==> config.mk <==
export PLATFORM = sky130hd
export DESIGN_NAME = timer8_core
export DESIGN_NICKNAME = d
export VERILOG_FILES = /design/src/design/timer8_pkg.sv /design/src/design/tick_gen.sv /design/src/design/timer8_core.sv
export SDC_FILE = /design/constraint.sdc
export NUM_CORES = 1
export LEC_CHECK = 0
export BUFFER_PORTS_ARGS = -buffer_cell sky130_fd_sc_hd__buf_4
export CAP_MARGIN = 5
export CORE_ASPECT_RATIO = 2
export CORE_MARGIN = 2
export CORE_UTILIZATION = 40
export DETAILED_ROUTE_END_ITERATION = 10
export RECOVER_POWER = 100
export SLEW_MARGIN = 20
export SYNTH_ARGS = -nofsm -noshare
export SYNTH_HDL_FRONTEND = slang
export SYNTH_SLANG_ARGS = --single-unit
export TNS_END_PERCENT = 30
==> constraint.sdc <==
create_clock -name MCLK -period 3.8 [get_ports MCLK]
set_input_delay 0.76 -clock MCLK [delete_from_list [all_inputs] [get_ports MCLK]]
set_output_delay 0.76 -clock MCLK [all_outputs]
set_load 0.02 [all_outputs]
==> src/design/timer8_pkg.sv <==
`default_nettype none
package timer8_pkg;

  // register byte offsets on the apb slave
  localparam logic [7:0] CTRL_A_OFF = 8'h00;
  localparam logic [7:0] CTRL_B_OFF = 8'h04;
  localparam logic [7:0] COUNT_OFF = 8'h08;
  localparam logic [7:0] CMP_A_OFF = 8'h0c;
  localparam logic [7:0] CMP_B_OFF = 8'h10;
  localparam logic [7:0] FLAGS_OFF = 8'h14;
  localparam logic [7:0] IRQ_EN_OFF = 8'h18;
  localparam logic [7:0] ASYNC_OFF = 8'h1c;
  localparam logic [7:0] PORT_OFF = 8'h20;

  // control_register_a fields
  localparam int WGM_LO_POS = 0;
  localparam int COM_B_POS = 4;
  localparam int COM_A_POS = 6;
  // control_register_b fields
  localparam int CS_POS = 0;
  localparam int WGM_HI_POS = 3;
  localparam int FOC_B_POS = 6;
  localparam int FOC_A_POS = 7;
  // flag / enable positions
  localparam int OVF_POS = 0;
  localparam int FLAG_A_POS = 1;
  localparam int FLAG_B_POS = 2;
  // port control positions
  localparam int PORT_DATA_POS = 0;
  localparam int PORT_DIR_POS = 2;

  // counter limits
  localparam logic [7:0] BOTTOM_VAL = 8'h00;
  localparam logic [7:0] MAX_VAL = 8'hff;
  localparam logic [7:0] COUNT_RST = 8'h00;
  localparam logic [7:0] CMP_RST = 8'h00;

  // waveform mode codes
  localparam logic [2:0] WGM_NORMAL = 3'h0;
  localparam logic [2:0] WGM_PC_MAX = 3'h1;
  localparam logic [2:0] WGM_CTC = 3'h2;
  localparam logic [2:0] WGM_FAST_MAX = 3'h3;
  localparam logic [2:0] WGM_PC_TOP = 3'h5;
  localparam logic [2:0] WGM_FAST_TOP = 3'h7;

  // compare output mode codes
  localparam logic [1:0] COM_OFF = 2'h0;
  localparam logic [1:0] COM_TOGGLE = 2'h1;
  localparam logic [1:0] COM_CLEAR = 2'h2;
  localparam logic [1:0] COM_SET = 2'h3;

  localparam logic [2:0] CS_STOP = 3'h0;
  localparam int PRESC_W = 10;

  // prescaler tap mask per clock select code (divisor minus one)
  function automatic logic [PRESC_W-1:0] tap_mask(input logic [2:0] cs);
    logic [PRESC_W-1:0] m;
    m = 10'h000;
    case (cs)
      3'h2: m = 10'h007;
      3'h3: m = 10'h01f;
      3'h4: m = 10'h03f;
      3'h5: m = 10'h07f;
      3'h6: m = 10'h0ff;
      3'h7: m = 10'h3ff;
      default: m = 10'h000;
    endcase
    return m;
  endfunction

endpackage
`default_nettype wire

==> src/design/tick_gen.sv <==
`default_nettype none
module tick_gen (
  // clock and reset
  input wire logic clk,
  input wire logic rst,
  // source control
  input wire logic async_sel,
  input wire logic [2:0] clock_select,
  // oscillator pins
  input wire logic osc_in,
  output logic osc_out,
  // timer tick
  output logic tick
);

  logic osc_prev_r;
  logic src_en;
  logic [timer8_pkg::PRESC_W-1:0] presc_r;
  logic [timer8_pkg::PRESC_W-1:0] mask;

  // remember the oscillator level for rising edge detection
  always_ff @(posedge clk or posedge rst) begin
    if (rst) begin
      osc_prev_r <= 1'b0;
    end else begin
      osc_prev_r <= osc_in;
    end
  end

  // source is the io clock, or oscillator edges when async is selected
  assign src_en = async_sel ? (osc_in & ~osc_prev_r) : 1'b1;

  // free running prescaler advanced by the chosen source
  always_ff @(posedge clk or posedge rst) begin
    if (rst) begin
      presc_r <= '0;
    end else if (src_en) begin
      presc_r <= presc_r + 10'h001;
    end
  end

  // tap selection; clock select zero stops the timer
  assign mask = timer8_pkg::tap_mask(clock_select);
  assign tick = (clock_select != timer8_pkg::CS_STOP) && src_en
                && ((presc_r & mask) == mask);

  // amplifier output is the inverted oscillator input while in use
  assign osc_out = async_sel & ~osc_in;

endmodule
`default_nettype wire

==> src/design/timer8_core.sv <==
// Implementation choices: the APB register port and the address map.
`default_nettype none
module timer8_core (
  // clock and reset
  input wire logic MCLK,
  input wire logic SYS_RST,
  // apb slave
  input wire logic PSEL,
  input wire logic PENABLE,
  input wire logic PWRITE,
  input wire logic [7:0] PADDR,
  input wire logic [31:0] PWDATA,
  output logic [31:0] PRDATA,
  output logic PREADY,
  output logic PSLVERR,
  // oscillator pins
  input wire logic OSC_PIN_IN,
  output logic OSC_PIN_OUT,
  // interrupt requests and service acknowledges
  output logic OVERFLOW_IRQ,
  output logic COMPARE_A_IRQ,
  output logic COMPARE_B_IRQ,
  input wire logic OVERFLOW_ACK,
  input wire logic COMPARE_A_ACK,
  input wire logic COMPARE_B_ACK,
  // compare pins
  output logic COMPARE_OUTPUT_A,
  output logic COMPARE_OUTPUT_A_OE,
  output logic COMPARE_OUTPUT_B,
  output logic COMPARE_OUTPUT_B_OE
);

  // address match helper used by every register decode
  function automatic logic hit(input logic [7:0] addr, input logic [7:0] off);
    return addr == off;
  endfunction

  // control state
  logic [1:0] wgm_lo_r;
  logic wgm_hi_r;
  logic [2:0] clock_select_r;
  logic [1:0] com_r [2];
  logic async_clock_select_r;
  logic [2:0] irq_en_r;
  logic [1:0] port_data_r;
  logic [1:0] port_dir_r;

  // counter state
  logic [7:0] count_value_r;
  logic [7:0] count_value_nxt;
  logic count_down_r;
  logic count_down_nxt;
  logic block_r;

  // compare state
  logic [7:0] cmp_act_r [2];
  logic [7:0] cmp_buf_r [2];
  logic [1:0] out_state_r;
  logic overflow_flag_r;
  logic [1:0] compare_flag_r;

  // decoded signals
  logic wr;
  logic rd_ok;
  logic timer_tick;
  logic [2:0] mode;
  logic is_pwm;
  logic is_fast;
  logic is_phase;
  logic top_is_a;
  logic [7:0] top_val;
  logic at_bottom;
  logic at_max;
  logic at_top;
  logic count_wr;
  logic ovf_set;
  logic buf_load;
  logic [1:0] match;
  logic [1:0] match_hit;
  logic [1:0] force_str;
  logic [1:0] cmp_wr;
  logic [2:0] flag_w1c;

  // tick source and prescaler
  tick_gen u_tick (
    .clk(MCLK),
    .rst(SYS_RST),
    .async_sel(async_clock_select_r),
    .clock_select(clock_select_r),
    .osc_in(OSC_PIN_IN),
    .osc_out(OSC_PIN_OUT),
    .tick(timer_tick)
  );

  // apb handshake, zero wait states
  assign wr = PSEL & PENABLE & PWRITE;
  assign PREADY = 1'b1;
  assign rd_ok = hit(PADDR, timer8_pkg::CTRL_A_OFF) | hit(PADDR, timer8_pkg::CTRL_B_OFF)
               | hit(PADDR, timer8_pkg::COUNT_OFF) | hit(PADDR, timer8_pkg::CMP_A_OFF)
               | hit(PADDR, timer8_pkg::CMP_B_OFF) | hit(PADDR, timer8_pkg::FLAGS_OFF)
               | hit(PADDR, timer8_pkg::IRQ_EN_OFF) | hit(PADDR, timer8_pkg::ASYNC_OFF)
               | hit(PADDR, timer8_pkg::PORT_OFF);
  assign PSLVERR = PSEL & PENABLE & ~rd_ok;

  // mode decode from the split waveform field
  assign mode = {wgm_hi_r, wgm_lo_r};
  assign is_fast = (mode == timer8_pkg::WGM_FAST_MAX) || (mode == timer8_pkg::WGM_FAST_TOP);
  assign is_phase = (mode == timer8_pkg::WGM_PC_MAX) || (mode == timer8_pkg::WGM_PC_TOP);
  assign is_pwm = is_fast | is_phase;
  assign top_is_a = (mode == timer8_pkg::WGM_CTC) || (mode == timer8_pkg::WGM_PC_TOP)
                  || (mode == timer8_pkg::WGM_FAST_TOP);
  assign top_val = top_is_a ? cmp_act_r[0] : timer8_pkg::MAX_VAL;

  // extreme value indications
  assign at_bottom = count_value_r == timer8_pkg::BOTTOM_VAL;
  assign at_max = count_value_r == timer8_pkg::MAX_VAL;
  assign at_top = count_value_r == top_val;

  // write strobes
  assign count_wr = wr & hit(PADDR, timer8_pkg::COUNT_OFF);
  assign cmp_wr[0] = wr & hit(PADDR, timer8_pkg::CMP_A_OFF);
  assign cmp_wr[1] = wr & hit(PADDR, timer8_pkg::CMP_B_OFF);
  assign force_str[0] = wr & hit(PADDR, timer8_pkg::CTRL_B_OFF)
                        & PWDATA[timer8_pkg::FOC_A_POS] & ~is_pwm;
  assign force_str[1] = wr & hit(PADDR, timer8_pkg::CTRL_B_OFF)
                        & PWDATA[timer8_pkg::FOC_B_POS] & ~is_pwm;
  assign flag_w1c = (wr & hit(PADDR, timer8_pkg::FLAGS_OFF))
                    ? PWDATA[2:0] : 3'h0;

  // buffered compare values load at top of the count in pwm modes
  assign buf_load = timer_tick & is_pwm & at_top;

  // next count and direction for one tick
  always_comb begin
    count_value_nxt = count_value_r;
    count_down_nxt = is_phase ? count_down_r : 1'b0;
    ovf_set = 1'b0;
    if (timer_tick) begin
      if (is_phase) begin
        if (!count_down_r) begin
          if (at_top) begin
            count_down_nxt = 1'b1;
            count_value_nxt = count_value_r - 8'h01;
          end else begin
            count_value_nxt = count_value_r + 8'h01;
          end
        end else if (at_bottom) begin
          count_down_nxt = 1'b0;
          count_value_nxt = count_value_r + 8'h01;
        end else begin
          count_value_nxt = count_value_r - 8'h01;
          ovf_set = count_value_r == 8'h01;
        end
      end else if (is_fast) begin
        count_value_nxt = at_top ? timer8_pkg::BOTTOM_VAL : count_value_r + 8'h01;
        ovf_set = at_top;
      end else if (mode == timer8_pkg::WGM_CTC && at_top) begin
        count_value_nxt = timer8_pkg::BOTTOM_VAL;
        ovf_set = at_max;
      end else begin
        count_value_nxt = count_value_r + 8'h01;
        ovf_set = at_max;
      end
    end
    if (count_wr) begin
      count_value_nxt = PWDATA[7:0];
    end
  end

  // counter register
  always_ff @(posedge MCLK or posedge SYS_RST) begin
    if (SYS_RST) begin
      count_value_r <= timer8_pkg::COUNT_RST;
      count_down_r <= 1'b0;
    end else begin
      count_value_r <= count_value_nxt;
      count_down_r <= count_down_nxt;
    end
  end

  // match blocking after a count write, released by the next tick
  always_ff @(posedge MCLK or posedge SYS_RST) begin
    if (SYS_RST) begin
      block_r <= 1'b0;
    end else if (count_wr) begin
      block_r <= 1'b1;
    end else if (timer_tick) begin
      block_r <= 1'b0;
    end
  end

  // control registers
  always_ff @(posedge MCLK or posedge SYS_RST) begin
    if (SYS_RST) begin
      wgm_lo_r <= 2'h0;
      wgm_hi_r <= 1'b0;
      clock_select_r <= timer8_pkg::CS_STOP;
      com_r[0] <= timer8_pkg::COM_OFF;
      com_r[1] <= timer8_pkg::COM_OFF;
      async_clock_select_r <= 1'b0;
      irq_en_r <= 3'h0;
      port_data_r <= 2'h0;
      port_dir_r <= 2'h0;
    end else if (wr) begin
      if (hit(PADDR, timer8_pkg::CTRL_A_OFF)) begin
        wgm_lo_r <= PWDATA[timer8_pkg::WGM_LO_POS +: 2];
        com_r[0] <= PWDATA[timer8_pkg::COM_A_POS +: 2];
        com_r[1] <= PWDATA[timer8_pkg::COM_B_POS +: 2];
      end
      if (hit(PADDR, timer8_pkg::CTRL_B_OFF)) begin
        clock_select_r <= PWDATA[timer8_pkg::CS_POS +: 3];
        wgm_hi_r <= PWDATA[timer8_pkg::WGM_HI_POS];
      end
      if (hit(PADDR, timer8_pkg::ASYNC_OFF)) begin
        async_clock_select_r <= PWDATA[0];
      end
      if (hit(PADDR, timer8_pkg::IRQ_EN_OFF)) begin
        irq_en_r <= PWDATA[2:0];
      end
      if (hit(PADDR, timer8_pkg::PORT_OFF)) begin
        port_data_r <= PWDATA[timer8_pkg::PORT_DATA_POS +: 2];
        port_dir_r <= PWDATA[timer8_pkg::PORT_DIR_POS +: 2];
      end
    end
  end

  // overflow flag: hardware set wins over software or service clear
  always_ff @(posedge MCLK or posedge SYS_RST) begin
    if (SYS_RST) begin
      overflow_flag_r <= 1'b0;
    end else if (ovf_set) begin
      overflow_flag_r <= 1'b1;
    end else if (flag_w1c[timer8_pkg::OVF_POS] | OVERFLOW_ACK) begin
      overflow_flag_r <= 1'b0;
    end
  end

  // per channel compare, buffer, flag and output state
  for (genvar ch = 0; ch < 2; ch++) begin : g_chan
    logic clr;
    logic ack;
    logic act;
    logic pwm_set;
    logic pwm_clr;

    assign match[ch] = count_value_r == cmp_act_r[ch];
    assign match_hit[ch] = timer_tick & match[ch] & ~block_r;
    assign ack = (ch == 0) ? COMPARE_A_ACK : COMPARE_B_ACK;
    assign clr = flag_w1c[timer8_pkg::FLAG_A_POS + ch] | ack;

    // compare value: direct when unbuffered, via buffer in pwm modes
    always_ff @(posedge MCLK or posedge SYS_RST) begin
      if (SYS_RST) begin
        cmp_act_r[ch] <= timer8_pkg::CMP_RST;
        cmp_buf_r[ch] <= timer8_pkg::CMP_RST;
      end else begin
        if (cmp_wr[ch]) begin
          cmp_buf_r[ch] <= PWDATA[7:0];
        end
        if (cmp_wr[ch] && !is_pwm) begin
          cmp_act_r[ch] <= PWDATA[7:0];
        end else if (buf_load) begin
          cmp_act_r[ch] <= cmp_buf_r[ch];
        end
      end
    end

    // compare flag set on the tick after a match
    always_ff @(posedge MCLK or posedge SYS_RST) begin
      if (SYS_RST) begin
        compare_flag_r[ch] <= 1'b0;
      end else if (match_hit[ch]) begin
        compare_flag_r[ch] <= 1'b1;
      end else if (clr) begin
        compare_flag_r[ch] <= 1'b0;
      end
    end

    // pwm set and clear events for non-inverting and inverting modes
    always_comb begin
      pwm_set = 1'b0;
      pwm_clr = 1'b0;
      act = match_hit[ch] | force_str[ch];
      if (is_fast) begin
        if (com_r[ch] == timer8_pkg::COM_CLEAR) begin
          pwm_clr = match_hit[ch];
          pwm_set = timer_tick & at_top & ~match_hit[ch];
        end else if (com_r[ch] == timer8_pkg::COM_SET) begin
          pwm_set = match_hit[ch];
          pwm_clr = timer_tick & at_top & ~match_hit[ch];
        end
      end else if (is_phase) begin
        if (com_r[ch] == timer8_pkg::COM_CLEAR) begin
          pwm_clr = match_hit[ch] & ~count_down_r;
          pwm_set = match_hit[ch] & count_down_r;
        end else if (com_r[ch] == timer8_pkg::COM_SET) begin
          pwm_set = match_hit[ch] & ~count_down_r;
          pwm_clr = match_hit[ch] & count_down_r;
        end
      end
    end

    // output state register, unaffected by mode changes themselves
    always_ff @(posedge MCLK or posedge SYS_RST) begin
      if (SYS_RST) begin
        out_state_r[ch] <= 1'b0;
      end else if (!is_pwm && act) begin
        unique case (com_r[ch])
          timer8_pkg::COM_OFF: out_state_r[ch] <= out_state_r[ch];
          timer8_pkg::COM_TOGGLE: out_state_r[ch] <= ~out_state_r[ch];
          timer8_pkg::COM_CLEAR: out_state_r[ch] <= 1'b0;
          timer8_pkg::COM_SET: out_state_r[ch] <= 1'b1;
        endcase
      end else if (is_pwm && pwm_set) begin
        out_state_r[ch] <= 1'b1;
      end else if (is_pwm && pwm_clr) begin
        out_state_r[ch] <= 1'b0;
      end else if (is_pwm && ch == 0 && wgm_hi_r && match_hit[ch]
                   && com_r[ch] == timer8_pkg::COM_TOGGLE) begin
        out_state_r[ch] <= ~out_state_r[ch];
      end else begin
        out_state_r[ch] <= out_state_r[ch];
      end
    end
  end

  // interrupt requests from enabled flags
  assign OVERFLOW_IRQ = overflow_flag_r & irq_en_r[timer8_pkg::OVF_POS];
  assign COMPARE_A_IRQ = compare_flag_r[0] & irq_en_r[timer8_pkg::FLAG_A_POS];
  assign COMPARE_B_IRQ = compare_flag_r[1] & irq_en_r[timer8_pkg::FLAG_B_POS];

  // port override by the output state; direction stays with the port
  assign COMPARE_OUTPUT_A = (com_r[0] != timer8_pkg::COM_OFF) ? out_state_r[0]
                                                               : port_data_r[0];
  assign COMPARE_OUTPUT_B = (com_r[1] != timer8_pkg::COM_OFF) ? out_state_r[1]
                                                               : port_data_r[1];
  assign COMPARE_OUTPUT_A_OE = port_dir_r[0];
  assign COMPARE_OUTPUT_B_OE = port_dir_r[1];

  // read data mux; compare reads follow the buffer when buffered
  always_comb begin
    PRDATA = 32'h0000_0000;
    if (PSEL && !PWRITE) begin
      if (hit(PADDR, timer8_pkg::CTRL_A_OFF)) begin
        PRDATA[timer8_pkg::WGM_LO_POS +: 2] = wgm_lo_r;
        PRDATA[timer8_pkg::COM_B_POS +: 2] = com_r[1];
        PRDATA[timer8_pkg::COM_A_POS +: 2] = com_r[0];
      end
      if (hit(PADDR, timer8_pkg::CTRL_B_OFF)) begin
        PRDATA[timer8_pkg::CS_POS +: 3] = clock_select_r;
        PRDATA[timer8_pkg::WGM_HI_POS] = wgm_hi_r;
      end
      if (hit(PADDR, timer8_pkg::COUNT_OFF)) begin
        PRDATA[7:0] = count_value_r;
      end
      if (hit(PADDR, timer8_pkg::CMP_A_OFF)) begin
        PRDATA[7:0] = is_pwm ? cmp_buf_r[0] : cmp_act_r[0];
      end
      if (hit(PADDR, timer8_pkg::CMP_B_OFF)) begin
        PRDATA[7:0] = is_pwm ? cmp_buf_r[1] : cmp_act_r[1];
      end
      if (hit(PADDR, timer8_pkg::FLAGS_OFF)) begin
        PRDATA[2:0] = {compare_flag_r, overflow_flag_r};
      end
      if (hit(PADDR, timer8_pkg::IRQ_EN_OFF)) begin
        PRDATA[2:0] = irq_en_r;
      end
      if (hit(PADDR, timer8_pkg::ASYNC_OFF)) begin
        PRDATA[0] = async_clock_select_r;
      end
      if (hit(PADDR, timer8_pkg::PORT_OFF)) begin
        PRDATA[timer8_pkg::PORT_DATA_POS +: 2] = port_data_r;
        PRDATA[timer8_pkg::PORT_DIR_POS +: 2] = port_dir_r;
      end
    end
  end

endmodule
`default_nettype wire

Yosys cells after proc, flatten, opt, wreduce, memory -nomap -nowiden. Cells that the tools add are included.

Bits in registers: 76. Input port bits: 49. Output and inout bits: 42. Logic and storage cells: 241.

Add/subtract/negate cells: 3. Equality and inequality tests: 33. Muxes and demuxes: 84. Bitwise gates (word level): 55. Reductions and logical operators: 43.

Operators with widths (number): two-way mux 8 bit (20); one-hot mux 10 bit (6 select lines) (1); two-way mux 1 bit (54); equality test 8 x 5 -> 1 bit, second input constant (4); AND 1 bit (30); equality test 8 bit (3); equality test 3 bit, second input constant (6); equality test 8 x 4 -> 1 bit, second input constant (2); logical NOT 8 bit (2); nonzero test 2 bit (8); logical AND 1 bit (15); OR 1 bit (14); AND reduction 2 bit (7); equality test 3 x 2 -> 1 bit, second input constant (4); two-way mux 4 bit (3); adder 10 x 1 -> 10 bit, second input constant (1); AND 10 bit (1); equality test 10 bit (1); inverter 1 bit (10); two-way mux 3 bit (3); adder 8 x 1 -> 8 bit, second input constant (1); equality test 2 bit, second input constant (4); equality test 8 x 1 -> 1 bit, second input constant (1); equality test 8 x 3 -> 1 bit, second input constant (1); other kinds (13) (22).

Depth between registers and ports, before layout. Gate-level depths: netlist (run 1).

Depth after elaboration: 16. Gate-level depth with buffers: 10. Mapped depth without buffers: 8.

Modules after synthesis. Synthesis (run 1) repeated with hierarchy kept, for this count alone.

Cells, all modules: 572. Area total of the unflattened synthesis: 5216.3 um^2.

By module, submodules not included: timer8_core (instances 1, cells an instance 523, area an instance 4673.2 um^2, sequential area each 1626.6 um^2); tick_gen (instances 1, cells an instance 49, area an instance 543.0 um^2, sequential area each 275.3 um^2).

Worst setup path after synthesis (run 1). No wires, ideal clock.

Kind: input -> output. Start point: input PADDR[7]. End point: output PRDATA[2]. Arrival: 2785 ps. Data required time: 3040 ps. Setup slack: 255 ps. Stages on the path: 8. Buffers on the path: 2. Path through: or4_1 clkbuf_1 nor3b_1 nand2_1 clkbuf_1 o221ai_1 a211oi_1 nor3_1.

Cells in the longest elaborated chain, start to end: 9. Elaborated cells on any way between the ends: 15. Those cells by class: eq/ne (7); mux (8).

Ends and longest elaborated chain: start, declared (RTL line timer8_core.sv:11) `input wire logic [7:0] PADDR,`; equality test 8 x 3 -> 1 bit (RTL line timer8_core.sv:35) `return addr == off;`; two-way mux 4 bit (RTL line timer8_core.sv:349) `if (hit(PADDR, timer8_pkg::CTRL_B_OFF)) begin`; two-way mux 8 bit (RTL line timer8_core.sv:353) `if (hit(PADDR, timer8_pkg::COUNT_OFF)) begin`; two-way mux 8 bit (RTL line timer8_core.sv:356) `if (hit(PADDR, timer8_pkg::CMP_A_OFF)) begin`; two-way mux 8 bit (RTL line timer8_core.sv:359) `if (hit(PADDR, timer8_pkg::CMP_B_OFF)) begin`; two-way mux 3 bit (RTL line timer8_core.sv:362) `if (hit(PADDR, timer8_pkg::FLAGS_OFF)) begin`; two-way mux 3 bit (RTL line timer8_core.sv:365) `if (hit(PADDR, timer8_pkg::IRQ_EN_OFF)) begin`; two-way mux 4 bit * (RTL line timer8_core.sv:371) `if (hit(PADDR, timer8_pkg::PORT_OFF)) begin`; two-way mux 8 bit * (RTL line timer8_core.sv:343) `if (PSEL && !PWRITE) begin`; end, declared (RTL line timer8_core.sv:13) `output logic [31:0] PRDATA,`.

Mark *: on every way between the ends. The rest lies on a longest branch, timed or not.

Worst setup path after layout (run 1). Same ends and word-level chain as after synthesis.

==> summary.txt, run 1 <==
Yosys
  – Yosys warning total: 0
  – Combinational family with the most area after synthesis: simple AND/OR/NAND/NOR gates
  – Post-synthesis sequential area ratio: 37.2%
  – Most numerous cell in the Yosys netlist: sky130_fd_sc_hd__dfrtp_1
  – Asr flop ratio synth: 100%
  – Most common flop cell mapped by yosys: sky130_fd_sc_hd__dfrtp_1
  – Synth Instances: 556
  – Syn Std Cell Area: 0.00512 sq mm
  – Xor and xnor fraction of the mapped netlist area: 3.94%
  – Synth area leader: sky130_fd_sc_hd__dfrtp_1
  – Average instance area after synthesis: 9.20 sq um
  – Count of different cell masters after synthesis: 69
  – Number of synthesized register bits: 76
  – Cells taking the most area after synthesis: sky130_fd_sc_hd__dfrtp_1 37%, sky130_fd_sc_hd__mux2_2 8.6%, sky130_fd_sc_hd__mux2i_1 5.1%
  – Post-synth top area share: 37.2%
  – Share of synthesized cell area in and, or, nand and nor gates: 18.5%
  – Post-synthesis share of cell area spent on full adders, half adders and majority gates: 1.22%
  – Synth Area in Compound Gates: 17.2%
  – Count of flip-flops with a built-in enable after synthesis: 0
  – Top cells by count, synth: 76 x sky130_fd_sc_hd__dfrtp_1, 46 x sky130_fd_sc_hd__nand2_1, 43 x sky130_fd_sc_hd__nor2_1, 39 x sky130_fd_sc_hd__mux2_2
  – Share of cell area taken by muxes after synthesis: 13.7%

Die
  – Number of rows in the core area: 58
  – Die H: 164 microns
  – Die width: 84.0 microns
  – Total die area: 0.0138 sq mm
  – Starting density of the core: 40.8%
  – Number of I/O pins: 91
  – Core Area: 0.0126 sq mm

Clocking
  – Post-CTS Hold Buffers: 0
  – CTS tree: yes
  – Setup repair bufs after CTS: 0
  – Clock latency at the later pin of the worst-skew pair: 340 ps
  – Number of sinks on the clock net: 76
  – Depth of the CTS H-tree: 3
  – Clock buffer count from CTS: 9
  – Register clock-pin slew on the reported worst setup and hold paths: 60 ps
  – Master cell of the clock root buffer: sky130_fd_sc_hd__clkbuf_16
  – Worst-case clock buffer depth: 2
  – Post-cts gate resize count: 0

Pwr
  – Power density over the cells: 436 mW/mm^2
  – Worst ir drop on vdd: 336 uV
  – Leakage Power: 2.47 nW

Outcome
  – Failing checks: capacitance limit, slew limit
  – Run status: complete, but fails checks

Routing
  – Total wirelength of the detailed-routed design: 15300 microns
  – Count of nets left with antenna violations after detail routing: 0
  – Via density: 5.97
  – Violation count after the first detailed-route iteration: 337
  – Average detailed-routed wire length per instance: 20.5 microns
  – Total number of vias: 4450
  – Number of iterations in the first detailed-routing pass: 5
  – Residual DRC count: 0

GRT
  – Most Used Layer, Global Route: met2
  – Wire length of the first global-routing pass: 24200 microns
  – Met1 capacity usage during global routing: 24.0%
  – Vias in the first global route: 4505
  – Largest net degree at the start of global routing: 32
  – Aggregate global-route resource usage: 22.8%
  – M2 GR Usage: 40.3%
  – Global-route track usage on met3: 3.12%
  – Antenna violations before repair: 0
  – Final global-route overflow total: 0

Critical path
  – Maximum fanout encountered on the critical timing path: 6
  – Worst reg2reg startpoint: count_value_r[5]$_DFFE_PP0P_
  – Worst endpoint data arrival time: 2790 ps
  – Sort of element at the start of the critical path: input port
  – CP Launch Point: PADDR[7]
  – Data required time at the worst endpoint: 3040 ps
  – Endpoint type of the worst setup path: output port
  – Worst setup path class: in -> out
  – Depth of the worst register-to-register path: 9

STA
  – Clock period minus worst slack: 3550 ps
  – RSZ-0062 raised after global routing: false
  – Headroom to the max-slew limit: -10.9%
  – Tcrit/Tclk final: 93.5%
  – Achievable frequency: 282 MHz
  – Final setup TNS: 0 ps
  – Final hold viol count: 0
  – Smallest setup slack after layout: 248 ps
  – Final setup vio count: 0
  – Count of final max-slew check failures: 59
  – Slew @ Worst Pin: 1660 ps
  – Worst-case clock skew: 7.76 ps

Place
  – DP Cell Count: 732
  – Number of input and output port buffers inserted: 41
  – Pre-CTS worst setup slack: 287 ps
  – Half-perimeter wire length after detailed placement: 11700 microns
  – Gp weighted congestion: 0.969

Cells and area
  – Final cell count without fillers: 746
  – Number of antenna diodes: 0
  – Fill cell count: 1233
  – Area taken by flip-flops and latches: 0.00190 sq mm
  – NumNets Final: 647
  – Area overhead of the layout relative to synthesis: 12.0%
  – Share of cells above drive strength 1: 16.8%
  – Multi-input combinational cell area: 0.00287 sq mm

Min path
  – Hold Path Cell Cnt: 1
  – Hold Crit Start: u_tick.presc_r[9]$_DFFE_PP0N_
  – Type of the most critical hold path: reg -> reg

Job
  – MaxCap Viol Count: 2
==> layer usage <==
metal | up-vias | wire, microns
met5 | - | 0
met2 | 165 | 7950
met4 | 0 | 1290
met1 | 2171 | 5440
li1 | 2047 | -
met3 | 67 | 575
==> worst max-delay path, cell delays in order <==
cell and delay [ps]:
sky130_fd_sc_hd__clkbuf_4 110, sky130_fd_sc_hd__or4_1 630, sky130_fd_sc_hd__nor3b_1 370, sky130_fd_sc_hd__nand2_1 170, sky130_fd_sc_hd__o221ai_1 250, sky130_fd_sc_hd__a211oi_1 90, sky130_fd_sc_hd__nor3_1 170, sky130_fd_sc_hd__clkbuf_1 260
==> cell type report <==
cell class	instances	share of cell area [%]
Timing Repair Buffer	63	6.97
Inverter	16	1.05
Tap cell	150	3.28
Sequential cell	76	33.2
Clock inverter	4	1.29
Multi-Input combinational cell	427	50.1
Clock buffer	10	4.17
==> flip-flops by register name, summed over array words and instances, names as in the netlist, 2 cells and up <==
name            flops
port_dir_r          2
cmp_act_r          16
port_data_r         2
cmp_buf_r          16
u_tick.presc_r     10
compare_flag_r      2
clock_select_r      3
wgm_lo_r            2
out_state_r         2
irq_en_r            3
com_r               4
count_value_r       8
==> metrics by stage <==
stage | total power [mW] | area (sq um) | hold slack [ps] | utilization, %
after detailed placement | 1.59 | 5510 | 463 | 43.9
final | 2.50 | 5730 | 473 | 45.6
after global placement | 1.58 | 5510 | 463 | 43.9
after global routing | 2.62 | 5730 | 483 | 45.6
after floorplan | 1.41 | 5200 | 437 | -
after CTS | 2.52 | 5820 | 446 | 46.3
==> worst paths after layout <==
kind                                                       to  slack, ps
worst max-delay path                                PRDATA[2]        250
worst min-delay path            u_tick.presc_r[9]$_DFFE_PP0N_        470
worst max register to register     out_state_r[0]$_DFFE_PP0P_        450
worst min register to register  u_tick.presc_r[9]$_DFFE_PP0N_        470
max in group asynchronous            cmp_act_r[4]$_DFFE_PP0P_       1230
min in group asynchronous       u_tick.presc_r[9]$_DFFE_PP0N_        570
==> where the power goes <==
part | total, mW | switching [mW] | internal (mW) | leakage (nW)
Clock | 0.921 | 0.334 | 0.587 | 0.155
Sequential | 1.03 | 0.135 | 0.890 | 1.01
Combinational | 0.554 | 0.331 | 0.223 | 1.31
==> logic make-up (layout without fill, tap and decap cells) <==
group	after synthesis	after routing
other	2	25
DFF	76	76
buffers and inverters	76	93
AOI/OAI and AO/OA	125	125
xor gates and xnor gates	23	23
muxes	65	65
adders and majority gates	5	5
and+or+nand+nor	184	184
==> cell usage in the layout (no fill, tap or decap), drive strengths merged, types with 8 or more instances in the layout <==
cell / netlist / final
xnor2: 18 / 18
clkbuf: 15 / 34
conb: 2 / 25
mux2i: 26 / 26
a22oi: 10 / 10
nor3: 14 / 14
inv: 16 / 17
buf: 45 / 39
a211oi: 8 / 8
nand2: 46 / 46
dfrtp: 76 / 76
nand3: 14 / 14
nand4: 10 / 10
nor2: 44 / 44
o21ai: 26 / 26
a21oi: 16 / 16
nand2b: 13 / 13
mux2: 39 / 39
Note: power is estimated with default switching activity, not from simulation.
==> inputs of run 2 (changes only) <==
- CORE_ASPECT_RATIO: 2 -> 0.9
==> run 2 against run 1 <==
  * The flow still finishes with violations (capacitance limit, slew limit)
  * Die area is 0.39% lower
  * Core utilization is 0.32 points lower
  * Maximum frequency hardly changed
  * Global-route usage is 0.49 points lower
  * Sequential power hardly changed
  * Hold slack better by 10 ps
  * Flip-flop and latch count stayed put
  * Routed wire length is 2.5% lower
  * Critical endpoint is now PRDATA[0]
  * Largest power group unchanged
  * Highest routed layer unchanged
==> summary.txt, run 2 (synthesis results as in run 1) <==
Min path
  – WHS Endpoint: u_tick.presc_r[9]$_DFFE_PP0N_
  – Type of the most critical hold path: reg -> reg
  – Hold Path Cell Cnt: 1 (unchanged)
  – Hold Crit Start: u_tick.presc_r[9]$_DFFE_PP0N_

Pwr
  – Power density over the cells: 429 mW/mm^2 (-1.7%)
  – Power consumption: 2.45 mW (-2.1%)
  – Worst ir drop on vdd: 234 uV (-30%)
  – Leakage Power: 2.44 nW (-1.5%)

Clocking
  – Worst-case clock buffer depth: 2 (unchanged)
  – Master cell of the clock root buffer: sky130_fd_sc_hd__clkbuf_16
  – Depth of the CTS H-tree: 3 (unchanged)
  – Clock latency at the later pin of the worst-skew pair: 340 ps (about the same)
  – Number of sinks on the clock net: 76 (unchanged)
  – Register clock-pin slew on the reported worst setup and hold paths: 60 ps (about the same)
  – Clock buffer count from CTS: 9 (unchanged)
  – CTS tree: yes

Job
  – MaxCap Viol Count: 1 (-1)

Cells and area
  – Share of cells above drive strength 1: 16.4% (-0.39 points)
  – Most frequent standard cell in the layout excluding fill and tap cells: sky130_fd_sc_hd__dfrtp_1
  – Registers with the highest flip-flop counts: cmp_act_r (16), cmp_buf_r (16), u_tick.presc_r (10)
  – NumNets Final: 642 (-0.77%)
  – Fill cell count: 1237 (+0.32%)
  – Number of antenna diodes: 0 (unchanged)
  – Final cell utilization of the core: 45.3% (-0.32 points)
  – Area taken by flip-flops and latches: 0.00190 sq mm (unchanged)
  – Multi-input combinational cell area: 0.00288 sq mm (+0.26%)
  – Post-route cell area: 0.00571 sq mm (-0.41%)
  – Area overhead of the layout relative to synthesis: 11.5%
  – Most used cells in the layout excluding fill and tap cells: 76 x sky130_fd_sc_hd__dfrtp_1, 45 x sky130_fd_sc_hd__nand2_1, 44 x sky130_fd_sc_hd__nor2_1, 38 x sky130_fd_sc_hd__mux2_2, 36 x sky130_fd_sc_hd__buf_4

Die
  – Die H: 111 microns (-32%)
  – Die width: 123 microns (+47%)
  – Number of I/O pins: 91 (unchanged)
  – Total die area: 0.0137 sq mm (-0.39%)
  – Number of rows in the core area: 39 (-33%)
  – Core Area: 0.0126 sq mm (+0.28%)
  – Starting density of the core: 40.6% (-0.11 points)

STA
  – Headroom to the max-slew limit: -54.0% (-43 points)
  – Count of final max-slew check failures: 59 (unchanged)
  – Final hold viol count: 0 (unchanged)
  – Final setup vio count: 0 (unchanged)
  – Tcrit/Tclk final: 93.5% (about the same)
  – Worst-case clock skew: 8.45 ps (+0.696 ps)
  – Achievable frequency: 281 MHz (about the same)
  – RSZ-0062 raised after global routing: false
  – Clock period minus worst slack: 3550 ps (+2.27 ps)
  – Slew @ Worst Pin: 2310 ps (+643 ps)
  – Final setup TNS: 0 ps (unchanged)

Critical path
  – Reg-to-reg endpoint: cmp_act_r[5]$_DFFE_PP0P_
  – CP max stage delay: 670 ps (+40 ps)
  – Endpoint type of the worst setup path: output port
  – CP bufs+invs: 2 (unchanged)
  – Data required time at the worst endpoint: 3040 ps (about the same)
  – Worst R2R Setup Slack: 470 ps (+20 ps)
  – Sequence of cells on the critical path: clkbuf_4 > or4_1 > nor3b_2 > nand2_2 > o221ai_1 > a21oi_1 > nor2_1 > clkbuf_1
  – Sort of element at the start of the critical path: input port
  – Worst setup path class: in -> out
  – Depth of the worst register-to-register path: 9 (unchanged)
  – Worst reg2reg startpoint: wgm_lo_r[0]$_DFFE_PP0P_
  – Kind of cell with the highest combined delay on the critical path: simple AND/OR/NAND/NOR gates
  – Maximum fanout encountered on the critical timing path: 11 (+5)
  – Max stage delay cell, worst path: sky130_fd_sc_hd__or4_1
  – Crit path depth: 8 (unchanged)
  – Worst endpoint data arrival time: 2790 ps (about the same)

Routing
  – Residual DRC count: 0 (unchanged)
  – Total wirelength of the detailed-routed design: 14900 microns (-2.5%)
  – Violation count after the first detailed-route iteration: 348 (+3.3%)
  – Via density: 5.84 (-2.1%)
  – Average detailed-routed wire length per instance: 19.7 microns (-3.8%)
  – Total number of vias: 4416 (-0.76%)
  – Number of iterations in the first detailed-routing pass: 5 (unchanged)
  – Count of nets left with antenna violations after detail routing: 0 (unchanged)

Place
  – Gp weighted congestion: 0.877 (-9.5%)
  – Number of input and output port buffers inserted: 41 (unchanged)
  – Placed cell area: 0.00549 sq mm (-0.34%)
  – Half-perimeter wire length after detailed placement: 10600 microns (-9.3%)

Outcome
  – Failing checks: capacitance limit, slew limit
  – Run status: complete, but fails checks

GRT
  – Aggregate global-route resource usage: 22.3% (-0.49 points)
  – Wire length of the first global-routing pass: 23700 microns (-1.8%)
  – Antenna violations before repair: 0 (unchanged)
  – Largest net degree at the start of global routing: 59 (+84%)
  – Vias in the first global route: 4355 (-3.3%)
  – Final global-route overflow total: 0 (unchanged)
[run 2: changes by cell type in the layout (fill, tap and decap cells not counted), sizes merged]
cell,previous run,this run
clkinvlp,0,1
bufinv,2,1
inv,17,16
buf,39,36
[run 2: per-stage QoR]
step	instances	setup slack (ps)	hold WS [ps]
2_1_floorplan	579	255	437
3_3_place_gp	741	155	465
3_5_place_dp	741	95.9	475
4_1_cts	756	99.8	486
5_1_grt	756	129	509
6_report	756	246	483
[run 2: power breakdown]
part	switching, mW	internal (mW)
Combinational	0.303	0.209
Clock	0.353	0.543
Sequential	0.151	0.890
Total	0.807	1.64
[run 2: metal layers]
metal | part of all wire (%) | vias to the layer above | global-route usage (%)
met3 | 5.2 | 27 | 3.81
met2 | 45 | 172 | 33.0
met4 | 2.3 | 0 | 6.59
li1 | - | 2043 | -
met5 | 0 | - | 0
met1 | 47 | 2174 | 33.2
[run 2: final cells by class]
cell class / instances / area share, %
Multi-Input combinational cell: 427 / 50.4
Sequential cell: 76 / 33.3
Timing Repair Buffer: 58 / 6.31
Clock buffer: 12 / 4.49
Tap cell: 164 / 3.60
Inverter: 16 / 1.05
Clock inverter: 3 / 0.811
[run 2: worst max path at each step]
stage / from / end / slack (ps)
floorplan: PADDR[7] / PRDATA[2] / 250
global placement: PADDR[7] / PRDATA[2] / 160
detailed placement: PADDR[7] / PRDATA[2] / 100
CTS: PADDR[7] / PRDATA[2] / 100
global route: PADDR[7] / PRDATA[0] / 130
finish: PADDR[7] / PRDATA[0] / 250
[run 2: repair_timing]
action                                  CTS  global route
hold buffers                              0             0
gates resized for setup                   0             2
buffers inserted                          0             0
endpoints found under the setup margin    0             2
hold endpoints to repair                  0             0
[run 2: worst register-to-register path, delay by kind of cell, from the launching register on]
family	cells	cell delay, ps
AND/OR/NAND/NOR	5	1880
buffers and inverters	2	630
AO/OA/AOI/OAI	2	330
flip-flops	1	390
